[src/hw/dipr_defines.svh]
/*
  constants for the dac input port router: word widths, pin positions, fifo depth.
  assumes inclusion by bare name from the router design file.
*/
`ifndef DIPR_DEFINES_SVH
`define DIPR_DEFINES_SVH

`define DIPR_WORD_W        16
`define DIPR_LOW_W         14
`define DIPR_MSB_POS       15
`define DIPR_B14_POS       14
`define DIPR_FIFO_DEPTH    4
`define DIPR_FIFO_AW       2

`endif

[src/hw/dipr_pkg.sv]
/*
  types for the dac input port router.
  assumes nothing beyond the defines header.
*/
package dipr_pkg;

  typedef enum logic {
    DIPR_CH_I,
    DIPR_CH_Q
  } dipr_chan_t;

endpackage

[src/hw/dipr_router.sv]
/*
  dac input port router: steers port words to the i and q channel paths,
  with a 4-word fifo per channel in front of the processing side.
  assumes data pins come from an outside source and are synchronised here;
  downstream processing applies back-pressure by ready.
*/
`include "dipr_defines.svh"

// ----------------------------------------------------------------
// word fifo
// ----------------------------------------------------------------
module dipr_fifo #(
  parameter int WIDTH = `DIPR_WORD_W,
  parameter int DEPTH = `DIPR_FIFO_DEPTH,
  parameter int AW    = `DIPR_FIFO_AW
) (
  input  wire logic             clock_i,
  input  wire logic             rstn_i,
  input  wire logic             in_valid_i,
  output logic                  in_ready_o,
  input  wire logic [WIDTH-1:0] in_data_i,
  output logic                  out_valid_o,
  input  wire logic             out_ready_i,
  output logic      [WIDTH-1:0] out_data_o
);

  logic [WIDTH-1:0] mem_ff [DEPTH];
  logic [AW-1:0]    wptr_ff;
  logic [AW-1:0]    rptr_ff;
  logic [AW:0]      count_ff;
  logic             push;
  logic             pop;

  // full at DEPTH words; the count is one bit wider than the pointers
  assign in_ready_o  = (count_ff != (AW+1)'(DEPTH));
  assign out_valid_o = (count_ff != '0);
  assign out_data_o  = mem_ff[rptr_ff];
  assign push        = in_valid_i && in_ready_o;
  assign pop         = out_valid_o && out_ready_i;

  always_ff @(posedge clock_i)
  begin
    if (push)
    begin
      mem_ff[wptr_ff] <= in_data_i;
    end
  end

  always_ff @(posedge clock_i or negedge rstn_i)
  begin
    if (!rstn_i)
    begin
      wptr_ff  <= '0;
      rptr_ff  <= '0;
      count_ff <= '0;
    end
    else
    begin
      if (push)
      begin
        wptr_ff <= AW'(wptr_ff + 1'b1);
      end
      if (pop)
      begin
        rptr_ff <= AW'(rptr_ff + 1'b1);
      end
      count_ff <= (AW+1)'(count_ff + push - pop);
    end
  end

endmodule

// Operation
// mode clear: port a words go to the i channel path
// mode set: port a words split by pair select into i and q
// polarity 0: select 0 gives q, 1 gives i; polarity 1 inverts
// mode clear: pair select pin is q word bit 15
// mode clear: clock-out pin is q word bit 14 input
// mode set: shared pin drives a clock at twice channel rate; here it toggles once per clock_i cycle, so it runs at the channel rate
// port b low pins form q word bits 13 to 0
// source alternates i and q words, one per doubled clock period
module dipr_router (
  input  wire logic                      clock_i,
  input  wire logic                      rstn_i,
  input  wire logic                      single_port_mode_i,
  input  wire logic                      pair_select_polarity_i,
  input  wire logic [`DIPR_WORD_W-1:0]   port_a_bits_i,
  input  wire logic                      pair_select_i,
  input  wire logic                      port_b_bit_fourteen_i,
  output logic                           single_port_clock_out_o,
  output logic                           single_port_clock_oe_o,
  input  wire logic [`DIPR_LOW_W-1:0]    port_b_low_bits_i,
  output logic                           i_valid_o,
  input  wire logic                      i_ready_i,
  output logic      [`DIPR_WORD_W-1:0]   i_data_o,
  output logic                           q_valid_o,
  input  wire logic                      q_ready_i,
  output logic      [`DIPR_WORD_W-1:0]   q_data_o,
  output logic                           overflow_o
);

  // ----------------------------------------------------------------
  // pin synchronisers
  // ----------------------------------------------------------------
  localparam int PW = `DIPR_WORD_W + `DIPR_LOW_W + 4;
  logic [PW-1:0] meta_ff;
  logic [PW-1:0] sync_ff;

  always_ff @(posedge clock_i or negedge rstn_i)
  begin
    if (!rstn_i)
    begin
      meta_ff <= '0;
      sync_ff <= '0;
    end
    else
    begin
      meta_ff <= {single_port_mode_i, pair_select_polarity_i, pair_select_i,
                  port_b_bit_fourteen_i, port_a_bits_i, port_b_low_bits_i};
      sync_ff <= meta_ff;
    end
  end

  logic                     mode_s;
  logic                     pol_s;
  logic                     sel_s;
  logic                     b14_s;
  logic [`DIPR_WORD_W-1:0]  a_s;
  logic [`DIPR_LOW_W-1:0]   blow_s;
  assign {mode_s, pol_s, sel_s, b14_s, a_s, blow_s} = sync_ff;

  // ----------------------------------------------------------------
  // steering
  // ----------------------------------------------------------------
  dipr_pkg::dipr_chan_t    chan;
  logic [`DIPR_WORD_W-1:0] q_word;
  logic                    i_push;
  logic                    q_push;
  logic                    i_room;
  logic                    q_room;

  // polarity pair mapping
  assign chan = (sel_s ^ pol_s) ? dipr_pkg::DIPR_CH_I : dipr_pkg::DIPR_CH_Q;

  // q word assembly from port b
  assign q_word = {sel_s, b14_s, blow_s};

  // route by mode; single port sends one word per cycle
  assign i_push = !mode_s || (chan == dipr_pkg::DIPR_CH_I);
  assign q_push = !mode_s || (chan == dipr_pkg::DIPR_CH_Q);

  logic [`DIPR_WORD_W-1:0] q_in;
  assign q_in = mode_s ? a_s : q_word;

  // words arriving while a fifo is full are dropped: the pins cannot stall
  always_ff @(posedge clock_i or negedge rstn_i)
  begin
    if (!rstn_i)
    begin
      overflow_o <= 1'b0;
    end
    else
    begin
      overflow_o <= (i_push && !i_room) || (q_push && !q_room);
    end
  end

  // ----------------------------------------------------------------
  // channel-rate clock out
  // ----------------------------------------------------------------
  // pin toggles each edge while single port; the 20 MHz system
  // clock stands in for twice the channel rate, so one word per toggle
  always_ff @(posedge clock_i or negedge rstn_i)
  begin
    if (!rstn_i)
    begin
      single_port_clock_out_o <= 1'b0;
      single_port_clock_oe_o  <= 1'b0;
    end
    else
    begin
      single_port_clock_oe_o  <= mode_s;
      single_port_clock_out_o <= mode_s ? !single_port_clock_out_o : 1'b0;
    end
  end

  // ----------------------------------------------------------------
  // channel fifos and registered outputs
  // ----------------------------------------------------------------
  logic                    i_fv;
  logic                    q_fv;
  logic [`DIPR_WORD_W-1:0] i_fd;
  logic [`DIPR_WORD_W-1:0] q_fd;
  logic                    i_take;
  logic                    q_take;

  assign i_take = i_fv && (!i_valid_o || i_ready_i);
  assign q_take = q_fv && (!q_valid_o || q_ready_i);

  dipr_fifo u_i_fifo (
    .clock_i     (clock_i),
    .rstn_i      (rstn_i),
    .in_valid_i  (i_push),
    .in_ready_o  (i_room),
    .in_data_i   (a_s),
    .out_valid_o (i_fv),
    .out_ready_i (i_take),
    .out_data_o  (i_fd)
  );

  dipr_fifo u_q_fifo (
    .clock_i     (clock_i),
    .rstn_i      (rstn_i),
    .in_valid_i  (q_push),
    .in_ready_o  (q_room),
    .in_data_i   (q_in),
    .out_valid_o (q_fv),
    .out_ready_i (q_take),
    .out_data_o  (q_fd)
  );

  always_ff @(posedge clock_i or negedge rstn_i)
  begin
    if (!rstn_i)
    begin
      i_valid_o <= 1'b0;
      i_data_o  <= '0;
    end
    else if (i_take)
    begin
      i_valid_o <= 1'b1;
      i_data_o  <= i_fd;
    end
    else if (i_ready_i)
    begin
      i_valid_o <= 1'b0;
    end
  end

  always_ff @(posedge clock_i or negedge rstn_i)
  begin
    if (!rstn_i)
    begin
      q_valid_o <= 1'b0;
      q_data_o  <= '0;
    end
    else if (q_take)
    begin
      q_valid_o <= 1'b1;
      q_data_o  <= q_fd;
    end
    else if (q_ready_i)
    begin
      q_valid_o <= 1'b0;
    end
  end

endmodule

[config.mk]
export PLATFORM = sky130hd
export DESIGN_NAME = dipr_router
export DESIGN_NICKNAME = d
export VERILOG_FILES = /design/src/hw/dipr_pkg.sv /design/src/hw/dipr_router.sv
export VERILOG_INCLUDE_DIRS = /design/src /design/src/hw
export SDC_FILE = /design/constraint.sdc
export NUM_CORES = 1
export LEC_CHECK = 0
export BUFFER_PORTS_ARGS = -buffer_cell sky130_fd_sc_hd__buf_2
export CAP_MARGIN = 20
export CORE_MARGIN = 8
export CORE_UTILIZATION = 55
export CTS_BUF_LIST = sky130_fd_sc_hd__clkbuf_4
export DETAILED_ROUTE_END_ITERATION = 12
export PLACE_DENSITY = 0.77
export SKIP_LAST_GASP = 1
export SYNTH_ARGS = -nofsm -noshare
export SYNTH_HDL_FRONTEND = slang
export SYNTH_HIERARCHICAL = 1
export SYNTH_SLANG_ARGS = --single-unit
[constraint.sdc]
create_clock -name clock_i -period 2.7 [get_ports clock_i]
set_input_delay 0.27 -clock clock_i [delete_from_list [all_inputs] [get_ports clock_i]]
set_output_delay 0.27 -clock clock_i [all_outputs]
set_load 0.005 [all_outputs]
==> After elaboration in Yosys (flattened, before gate mapping) <==
Memory sizes are Yosys's and may differ from the RTL's. A register that Yosys moved wholly into a read port is not among the register bits.
Cells that the tools add are included.
{ "op_classes": {"bitwise": 1, "n_addsub": 8, "reduce_logical": 25, "n_eq_ne": 2, "n_mux": 11} }
{ "op_table": {"columns": ["cell", "count"], "rows": [
  ["two-way mux 16 bit", 1],
  ["two-way mux 1 bit", 10],
  ["adder 2 x 1 -> 2 bit (second input constant)", 4],
  ["logical AND 1 bit", 8],
  ["logical NOT 1 bit", 8],
  ["adder 3 x 1 -> 3 bit", 2],
  ["!= test 3 bit (second input constant)", 2],
  ["nonzero test 3 bit", 2],
  ["subtractor 3 x 1 -> 3 bit", 2],
  ["logical OR 1 bit", 5],
  ["nonzero test 2 bit", 2],
  ["bitwise XOR 1 bit", 1]
]} }
{ "word_totals": {"word_cells": 62, "regBits": 87, "n_memories": 2, "ramBits": 128, "output_inout_bits": 37} }
{ "memory_table": {"columns": ["name", "words", "width", "rd", "rd_ports_with_merged_regs", "write_ports", "line", "rtl"], "rows": [
  ["u_i_fifo.mem_ff", 4, 16, 1, 1, 1, "dipr_router.sv:27", "logic [WIDTH-1:0] mem_ff [DEPTH];"],
  ["u_q_fifo.mem_ff", 4, 16, 1, 1, 1, "dipr_router.sv:27", null]
]} }

==> Logic depth before layout (Yosys ltp) <==
Gate-level depths: netlist (run 1).
{ "depth": {"ltp_word": 6, "depth_mapped": 12, "depth_no_buf": 11} }

==> Hierarchy <==
The synthesis (run 1) kept the hierarchy.
{ "modules_own_cells": {"columns": ["mod", "instances", "area_each_um2", "cells_per_inst"], "rows": [
  ["dipr_fifo", 2, 2819.0, 125],
  ["dipr_router", 1, 3408.3, 172]
]} }

==> Worst setup path after synthesis (run 1) <==
Ideal clock, no wire load.
{ "synth_timing": {"path_kind": "register -> register", "from": "register u_i_fifo.count_ff[1]", "to": "register u_i_fifo.count_ff[2]", "synth_period_minus_slack_ps": 2547, "arrival_ps": 2418, "required_ps": 2571, "path_stages_with_launch": 13, "n_path_buf": 1, "slack_ps": 153, "cell_sequence": "dfrtp_1 > or3_1 > nand2_4 > buf_12 > inv_1 > o31a_1 > ha_1 > inv_1 > ha_1 > inv_1 > fa_1 > xnor2_1 > xnor2_1"} }
{ "synth_via": {"elab_chain_len": 4} }
{ "synth_rtl": {"columns": ["element", "line", "rtl"], "rows": [
  ["from (decl)", "dipr_router.sv:30", "logic [AW:0] count_ff;"],
  ["from (signal assigned)", "dipr_router.sv:67", "count_ff <= (AW+1)'(count_ff + push - pop);"],
  ["nonzero test 3 bit", "dipr_router.sv:36", "assign out_valid_o = (count_ff != '0);"],
  ["named net i_fv", "dipr_router.sv:190", "logic i_fv;"],
  ["logical AND 1 bit", "dipr_router.sv:197", "assign i_take = i_fv && (!i_valid_o || i_ready_i);"],
  ["named net i_take", "dipr_router.sv:194", "logic i_take;"],
  ["logical AND 1 bit", "dipr_router.sv:39", "assign pop = out_valid_o && out_ready_i;"],
  ["named net u_i_fifo.pop", "dipr_router.sv:32", "logic pop;"],
  ["subtractor 3 x 1 -> 3 bit", "dipr_router.sv:67", null]
]} }
The timed path passes the listed nets, and every way through them passes these cells.
A chain may end at the register's enable or synchronous reset.

==> Worst setup path in the final report (run 1) <==
Ends and elaborated chain as after synthesis.

==> metrics.csv, run 1 <==
metric,value,unit
status,"finished, final reports clean",
Final period util,94.2,%
max incr delay on CP,490,ps
first-pass GRT wire length,26000,um
Setup TNS Final,0,ps
Netlist cell types,28,
"Area growth, synth to finish",19.5,%
dpl hpwl,10200,um
Top Ports,75,
worst vdd ir,0.000596,V
Post-synth EDFFs,128,
RSZ-0062 raised after global routing,false,
Area contributors post-synth,"edfxtp_1, dfrtp_1, mux4_1, mux4_2, mux2_2",
compound-gate portion of the synthesized area,0.858,%
cell count after synthesis,422,
CTS tree,done,
mux share of post-synthesis cell area,15.5,%
placed insts,719,
dpl cell area,0.00970,mm2
Syn. warnings,6,
Final Wtd Congestion,0.807,
FF/Latch Area,0.00682,mm2
layout cells sized above 1,38.8,%
"Hold Violations, Final",0,
# H-tree levels,2,
routed length per instance,19.0,um
Crit path arrival time,3080,ps
Syn Std Cell Area,0.00905,mm2
Yosys top cell by area,edfxtp_1,
"Setup violations, final",0,
DR pass1 iterations,4,
DIE AREA,0.0208,mm2
largest family of logic cells by synthesized area,multiplexers,
initial antenna violation count,1,
Max Cap Viol,0,
Pleak,4.43,nW
CP most frequent cell,inv_1,
fmax,0.393,GHz
"Core Util, Final",66.1,%
Slew @ Worst Pin,820,ps
WL final,16400,um
height of the die,144,um
clock sink count,247,
FP Rows,47,
starting density of the core,55.3,%
"CTS clk-pin slew, worst paths",70,ps
Final #Nets,648,
required time worst endpoint,3230,ps
async set or reset register ratio after synthesis,48.2,%
vias in the first global route,4977,
area share of the largest cell type after synthesis,42.5,%
crit path launch type,flop,
post-DR vias/cell,5.12,
CP Cell Sequence,"or3_1, nand2_4, inv_1, o31a_1, ha_1, inv_1, ha_1, inv_1, fa_1, xnor2_1, xnor2_1",
chip width,144,um
most common cell in the netlist,edfxtp_1,
post_cts resized,0,
CTS root buffer,clkbuf_4,
Final Cell Area,0.0108,mm2
Num CTS Buffers,58,
number of fillers in the final layout,1148,
"slowest stage cell, crit path",dfrtp_1,
Slew headroom,45.3,%
simple-gate share of the synthesized area,3.20,%
fin. max-slew vios,0,
# port buffers,74,
Cell Pwr Density,1060,mW/mm2
Routed Antenna Nets,0,
"CP delay by family, top",adder cells,
clock latency at the later pin of the worst-skew pair,660,ps
largest net degree at the start of global routing,67,
post-synthesis xor/xnor area fraction,0.871,%
GRT overflow,0,
post-layout power,11.5,mW
GR Util All Layers,16.9,%
crit-path max FO,8,
"Net Count, Synth",474,
multi-input logic area,0.00204,mm2
via count,4432,
1st-iter DRT viols,148,
post-synthesis register bit count,247,
Post-route DRC,0,
Post-synth top flop,edfxtp_1,
Setup CP Type,reg2reg,
adder-cell share of the synthesized area,2.10,%
Commonest cells post-synth,"edfxtp_1, dfrtp_1, mux2_2",
sequential share of the synthesized area,75.4,%
Hold WC Path Type,in2reg,
Worst Skew,52.6,ps
syn avg cell area,21.4,um2
Finished Layout Cells,866,
CP bufs+invs,3,
endpoint type of the worst setup path,flop,
Core Region,0.0163,mm2
min Tclk post-route,2540,ps
Clock Path Buffers,3,
area by class of cell:
cell class | instances | area share, %
Clock inverter | 22 | 0.776
Multi-Input combinational cell | 148 | 18.8
Tap cell | 220 | 2.55
Antenna cell | 1 | 0.0232
Timing Repair Buffer | 126 | 8.15
Clock buffer | 87 | 6.04
Inverter | 15 | 0.521
Sequential cell | 247 | 63.1
report_power, final:
part	internal, mW	total (mW)	switching, mW	leakage (nW)
Combinational	1.67	2.98	1.30	1.42
Clock	1.48	2.83	1.36	0.440
Sequential	5.07	5.68	0.609	2.57
Total	8.22	11.5	3.27	4.43
layer usage:
metal	part of all wire, %	global-route usage (%)	vias to the layer above	routed length (um)
met2	52	29.3	123	8610
met3	6.1	5.02	21	1000
li1	-	-	2007	-
met5	0	0	-	0
met4	1.8	7.39	0	292
met1	40	19.2	2281	6530
per-stage QoR:
step           hold slack (ps)  setup slack [ps]
2_1_floorplan            -25.6               153
3_3_place_gp               124               325
3_5_place_dp               125               186
4_1_cts                   43.6               171
5_1_grt                   43.3              6.86
6_report                   104               157
worst min-delay path, stage by stage:
cell and delay (ps):
buf_2 100, nand2b_4 140, or2b_1 170
flip-flops by register name, indices dropped and copies added (netlist names):
register and flops:
u_i_fifo/wptr_ff 2, meta_ff 34, i_valid_o 1, sync_ff 34, q_data_o 16, i_data_o 16, u_i_fifo/rptr_ff 2, q_valid_o 1
u_i_fifo/count_ff 3, u_q_fifo/count_ff 3, u_q_fifo/mem_ff 64, u_q_fifo/wptr_ff 2, u_q_fifo/rptr_ff 2, overflow_o 1, single_port_clock_oe_o 1, single_port_clock_out_o 1
u_i_fifo/mem_ff 64
placed cells by master, fill, tap and decap left out, types with 2 or more instances in the layout:
cell             n
mux2_2          31
nand2_4          2
mux4_2          16
xnor2_1          6
nand2_1          4
clkinv_1        20
ha_1            12
nand2b_1         8
nand4bb_1        4
and3b_1          8
or3_1            2
o31a_1           2
nor3b_2          2
fa_1             2
clkbuf_4        87
o311ai_0         2
xor2_1           3
nand2b_4         2
buf_4           14
mux4_1          16
o211ai_1         4
mux2_4          18
inv_1           15
buf_12           2
edfxtp_1       128
dfrtp_1        119
or2b_1           2
buf_2           73
dlygate4sd3_1   37
final timing paths:
kind	start	endpoint	slack, ps	cells after the start
worst max register to register	u_i_fifo/count_ff[1]	u_i_fifo/count_ff[2]	160	11
worst max-delay path	u_i_fifo/count_ff[1]	u_i_fifo/count_ff[2]	160	11
worst min-delay path	i_ready_i	i_valid_o	100	3
min in group asynchronous	rstn_i	sync_ff[33]	200	3
max in group asynchronous	rstn_i	i_data_o[1]	1630	3
worst min register to register	meta_ff[5]	sync_ff[5]	330	0
logic make-up after synthesis:
kind of cell / after synthesis
flops: 247
fa+ha+maj: 14
simple gates: 35
xor+xnor: 9
compound gates: 9
mux: 81
buf+inv: 27
what timing repair did:
item / 4_1_cts / 5_1_grt
buffers inserted: 0 / 0
hold buffers: 37 / 0
setup endpoints to repair: 0 / 0
hold endpoints to repair: 154 / 0
No activity file was read; power rests on OpenSTA's default activity.
==> run 2: changes to the inputs <==
Settings changed: CORE_UTILIZATION 55 to 40, PLACE_DENSITY 0.77 to not set.
Clock period 2.7 ns to 3.09 ns, I/O delays scaled along.
==> run 2 against run 1 <==
Effect of this change: utilization down 18 points; critical path depth unchanged; final area up 0.36%; clock power down 6%; maximum frequency up 0.52%; worst hold slack worse by 31 ps; worst setup slack better by 400 ps; sequential cell count unchanged; final cell count up 6.6%; sequential power down 13%; clock-buffer cell count up 3; global-route usage down 4.5 points; highest routed layer unchanged.
==> metrics.csv, run 2 (synthesis results as in run 1) <==
metric,value,unit
Setup CP Type,reg2reg,
GRT overflow,0,
post-DR vias/cell,4.72,
"Area growth, synth to finish",19.9,%
first-pass GRT wire length,27000,um
Hold WC Path Type,in2reg,
R2R cell count,11,
dpl hpwl,10400,um
Worst path depth,11,
largest net degree at the start of global routing,80,
Worst Skew,18.9,ps
CTS tree,done,
Reg power frac,48.8,%
Worst Hold Path Cells,3,
sw frac,28.4,%
CP Cell Sequence,"or3_1, nand2_4, inv_1, o31a_1, ha_1, inv_1, ha_1, inv_1, fa_1, xnor2_1, xnor2_1",
CP most frequent cell,inv_1,
DR pass1 iterations,4,
# H-tree levels,2,
number of fillers in the final layout,1862,
Final Wtd Congestion,0.714,
via count,4358,
RSZ-0062 raised after global routing,false,
clock power share,26.1,%
vias in the first global route,5016,
"commonest non-fill, non-tap cell in the layout",edfxtp_1,
status,"finished, final reports clean",
initial antenna violation count,1,
1st-iter DRT viols,163,
starting density of the core,40.3,%
Pleak,4.40,nW
Max Cap Viol,0,
chip width,166,um
endpoint type of the worst setup path,flop,
CP bufs+invs,3,
FP Rows,55,
Post-route DRC,0,
Num CTS Buffers,61,
crit path launch type,flop,
crit-path max FO,8,
routed length per instance,18.0,um
Setup TNS Final,0,ps
Slew headroom,36.9,%
Switching Power,2.88,mW
WL final,16600,um
"CTS clk-pin slew, worst paths",70,ps
Comb pwr share,25.1,%
DIE AREA,0.0277,mm2
clock sink count,247,
setup bufs post-CTS,0,
Routed Antenna Nets,0,
CTS root buffer,clkbuf_4,
Internal Pwr Total,7.25,mW
max incr delay on CP,480,ps
Clock Path Buffers,3,
"CP delay by family, top",adder cells,
layout cells sized above 1,39.1,%
Crit path arrival time,3050,ps
clock latency at the later pin of the worst-skew pair,650,ps
Slew @ Worst Pin,946,ps
Core Region,0.0224,mm2
worst vdd ir,0.000374,V
# port buffers,74,
Top Ports,75,
Final period util,81.9,%
Hold WS,73.5,ps
fmax,0.395,GHz
Final #Nets,640,
"slowest stage cell, crit path",dfrtp_1,
"commonest non-fill, non-tap cells in the layout","edfxtp_1, dfrtp_1, clkbuf_4, buf_2, dlygate4sd3_1",
height of the die,166,um
min Tclk post-route,2530,ps
Largest regs,"u_i_fifo/mem_ff (64), u_q_fifo/mem_ff (64)",
fin. max-slew vios,0,
required time worst endpoint,3620,ps
Cell Pwr Density,934,mW/mm2
GR Util All Layers,12.4,%
"Hold Violations, Final",0,
"Setup violations, final",0,
-- run 2: cell count changes in the layout (fill, tap and decap cells not counted) --
cell           before  now
buf_4              14    6
clkinv_2            1    5
inv_2               1    0
bufinv_16           0    1
clkinv_1           20   15
clkbuf_4           87   90
clkinvlp_4          0    1
buf_12              2    1
dlygate4sd3_1      37   35
-- run 2: layout make-up --
class                   instances  area (um2)  area share, %
diodes                          1        2.50         0.0231
well taps                     285         357           3.29
clock inverters                22         119           1.10
flip-flops and latches        247        6820           62.9
inverters                      15        56.3          0.519
multi-input cells             148        2040           18.8
repair buffers                115         781           7.20
clock buffers                  90         676           6.23
-- run 2: power groups by stage --
| stage | logic [mW] | registers (mW) | clock network (mW) |
|---|---|---|---|
| 6_report | 2.54 | 4.94 | 2.65 |
| 4_1_cts | 2.62 | 4.96 | 2.76 |
| 5_1_grt | 2.81 | 5.05 | 2.93 |
| 3_3_place_gp | 2.47 | 4.97 | 0 |
| 2_1_floorplan | 1.96 | 4.79 | 0 |
| 3_5_place_dp | 2.56 | 5.02 | 0 |
-- run 2: final timing paths --
kind | endpoint | from | slack, ps
setup / recovery | u_q_fifo/count_ff[2] | u_q_fifo/count_ff[1] | 560
hold / removal | q_valid_o | q_ready_i | 70
setup reg to reg | u_q_fifo/count_ff[2] | u_q_fifo/count_ff[1] | 560
hold reg to reg | sync_ff[4] | meta_ff[4] | 340
max in group asynchronous | q_data_o[7] | rstn_i | 2080
min in group asynchronous | i_data_o[2] | rstn_i | 170
-- run 2: per-layer routing --
layer	vias to the layer above	wire, um	global-route usage, %
met5	-	0	0
met2	129	8040	20.3
li1	1994	-	-
met4	0	301	4.82
met1	2201	7260	15.1
met3	34	1020	3.90
-- run 2: worst reg2reg max path: cells and delay by family, from the launching register on --
| family | cells | cell delay (ps) |
|---|---|---|
| simple gates | 2 | 550 |
| xor+xnor | 2 | 280 |
| compound gates | 1 | 130 |
| fa+ha+maj | 3 | 810 |
| flops | 1 | 480 |
| buf+inv | 3 | 170 |
-- run 2: stage by stage --
step                      cells  worst slack, ps  util (%)  area [um2]  power, mW
final                       923              561      48.4       10800       10.1
after global routing        923              405      48.4       10800       10.8
after detailed placement    775              589      43.2        9700       7.58
after floorplan             422              543         -        9050       6.75
after CTS                   922              569      48.3       10800       10.3
after global placement      775              714      43.2        9700       7.45
-- run 2: what timing repair did --
action                    CTS  global route
hold endpoints to repair   74             0
hold buffers               35             0
gates resized for setup     0             0
==> run 3: changes to the inputs <==
Clock period 3.09 ns to 2.45 ns, I/O delays scaled along.
==> run 3 against run 2 <==
Effect of this change: sequential power increased by 24%; register-to-register slack got worse by 490 ps; sequential share of layout area fell by 1.2 points; combinational power increased by 44%; critical path depth unchanged; clock-buffer cell count increased by 6; global-route usage is 0.12 points lower; worst setup slack lost 490 ps.
==> metrics.csv, run 3 (synthesis results as in run 1) <==
metric,value,unit
clock latency at the later pin of the worst-skew pair,660,ps
Final Cell Area,0.0111,mm2
Clock Path Buffers,3,
r2r startpoint,u_i_fifo/count_ff[2],
"Area growth, synth to finish",22.4,%
fmax,0.421,GHz
1st-iter DRT viols,166,
first-pass GRT wire length,26600,um
starting density of the core,40.3,%
dpl hpwl,10400,um
Critical Path Sink,u_i_fifo/count_ff[2],
crit path launch type,flop,
"Setup violations, final",0,
worst r2r dst,u_i_fifo/count_ff[2],
R2R cell count,11,
Top Ports,75,
GR Util All Layers,12.3,%
# H-tree levels,2,
endpoint type of the worst setup path,flop,
"commonest non-fill, non-tap cells in the layout","edfxtp_1, dfrtp_1, clkbuf_4, buf_2, dlygate4sd3_1",
"commonest non-fill, non-tap cell in the layout",edfxtp_1,
met1 WL,7290,um
Routed Antenna Nets,0,
Core Region,0.0224,mm2
Pleak,4.54,nW
GRT overflow,0,
status,"finished, final reports clean",
Largest regs,"u_i_fifo/mem_ff (64), u_q_fifo/mem_ff (64)",
clock sink count,247,
Slew headroom,58.3,%
Slew @ Worst Pin,625,ps
Final Wtd Congestion,0.742,
# port buffers,74,
vias in the first global route,5039,
routed length per instance,17.7,um
height of the die,166,um
crit path launch,u_i_fifo/count_ff[2],
Max Cap Viol,0,
Cell Pwr Density,1190,mW/mm2
"CTS clk-pin slew, worst paths",60,ps
DIE AREA,0.0277,mm2
R2R Setup Slk,70,ps
fin. max-slew vios,0,
required time worst endpoint,3000,ps
min Tclk post-route,2380,ps
Crit path arrival time,2920,ps
worst vdd ir,0.000573,V
Post-route DRC,0,
largest net degree at the start of global routing,120,
Finished Layout Cells,941,
post-DR vias/cell,4.70,
layout cells sized above 1,42.8,%
chip width,166,um
Top Metal Used,met4,
CTS tree,done,
via count,4421,
initial antenna violation count,0,
Final #Nets,662,
WL final,16700,um
Ant. Diodes,0,
"Hold Violations, Final",0,
Hold WC Path Type,in2reg,
placed insts,793,
CTS root buffer,clkbuf_4,
Hold WS,218,ps
WL met3,851,um
dpl cell area,0.00987,mm2
FP Rows,55,
Final period util,96.9,%
Num CTS Buffers,59,
crit-path max FO,6,
Worst Skew,37.0,ps
RSZ-0062 raised after global routing,true,
Setup CP Type,reg2reg,
DR WL met2,8190,um
DR pass1 iterations,4,
run 3: cell type report:
| type | instances | area, um2 |
|---|---|---|
| clock inverter | 11 | 67.6 |
| timing repair buffer | 139 | 978 |
| sequential | 247 | 6830 |
| inverter | 15 | 56.3 |
| fill | 1855 | 11400 |
| multi-input combinational | 148 | 2070 |
| clock buffer | 96 | 721 |
| tap | 285 | 357 |
run 3: per-layer routing:
| layer | global-route usage (%) | vias to the layer above |
|---|---|---|
| li1 | - | 2031 |
| met1 | 14.8 | 2238 |
| met2 | 20.1 | 118 |
| met4 | 5.52 | 0 |
| met5 | 0 | - |
| met3 | 3.61 | 34 |
run 3: critical path, stage by stage (launching register included):
cell and delay [ps]:
dfrtp_2 430, or3_4 410, nand2_4 70, inv_1 40
o31a_1 120, ha_1 290, inv_1 70, ha_1 130
inv_1 50, fa_2 360, xnor2_2 150, xnor2_1 130
run 3: metrics by stage:
step | util, % | setup WS [ps] | power, mW | TNS, ps
6_report | 49.3 | 74.8 | 13.1 | 0
5_1_grt | 49.3 | -33.4 | 13.9 | -33.4
4_1_cts | 49.1 | 34.4 | 13.3 | 0
3_5_place_dp | 44.0 | 49.9 | 9.81 | 0
3_3_place_gp | 44.0 | 158 | 9.62 | 0
2_1_floorplan | - | 2.96 | 8.54 | 0
run 3: repair_timing:
item	CTS	global route
hold buffers	37	0
hold endpoints to repair	155	0
setup endpoints to repair	0	2
gates resized for setup	0	3
buffers inserted	0	4
run 3: how the worst min path moves through the flow:
stage,slack [ps],cells after the start,endpoint,start
2_1_floorplan,-50,0,i_data_o[0],rstn_i
3_3_place_gp,330,0,sync_ff[26],meta_ff[26]
3_5_place_dp,330,0,sync_ff[12],meta_ff[12]
4_1_cts,150,2,meta_ff[22],port_a_bits_i[8]
5_1_grt,160,2,meta_ff[27],port_a_bits_i[13]
6_report,220,2,meta_ff[21],port_a_bits_i[7]
run 3: report_power, final:
group	switching, mW	internal, mW	leakage, nW
combinational	1.65	2.02	1.50
sequential	0.515	5.59	2.57
clock	1.49	1.86	0.474
total	3.65	9.48	4.54
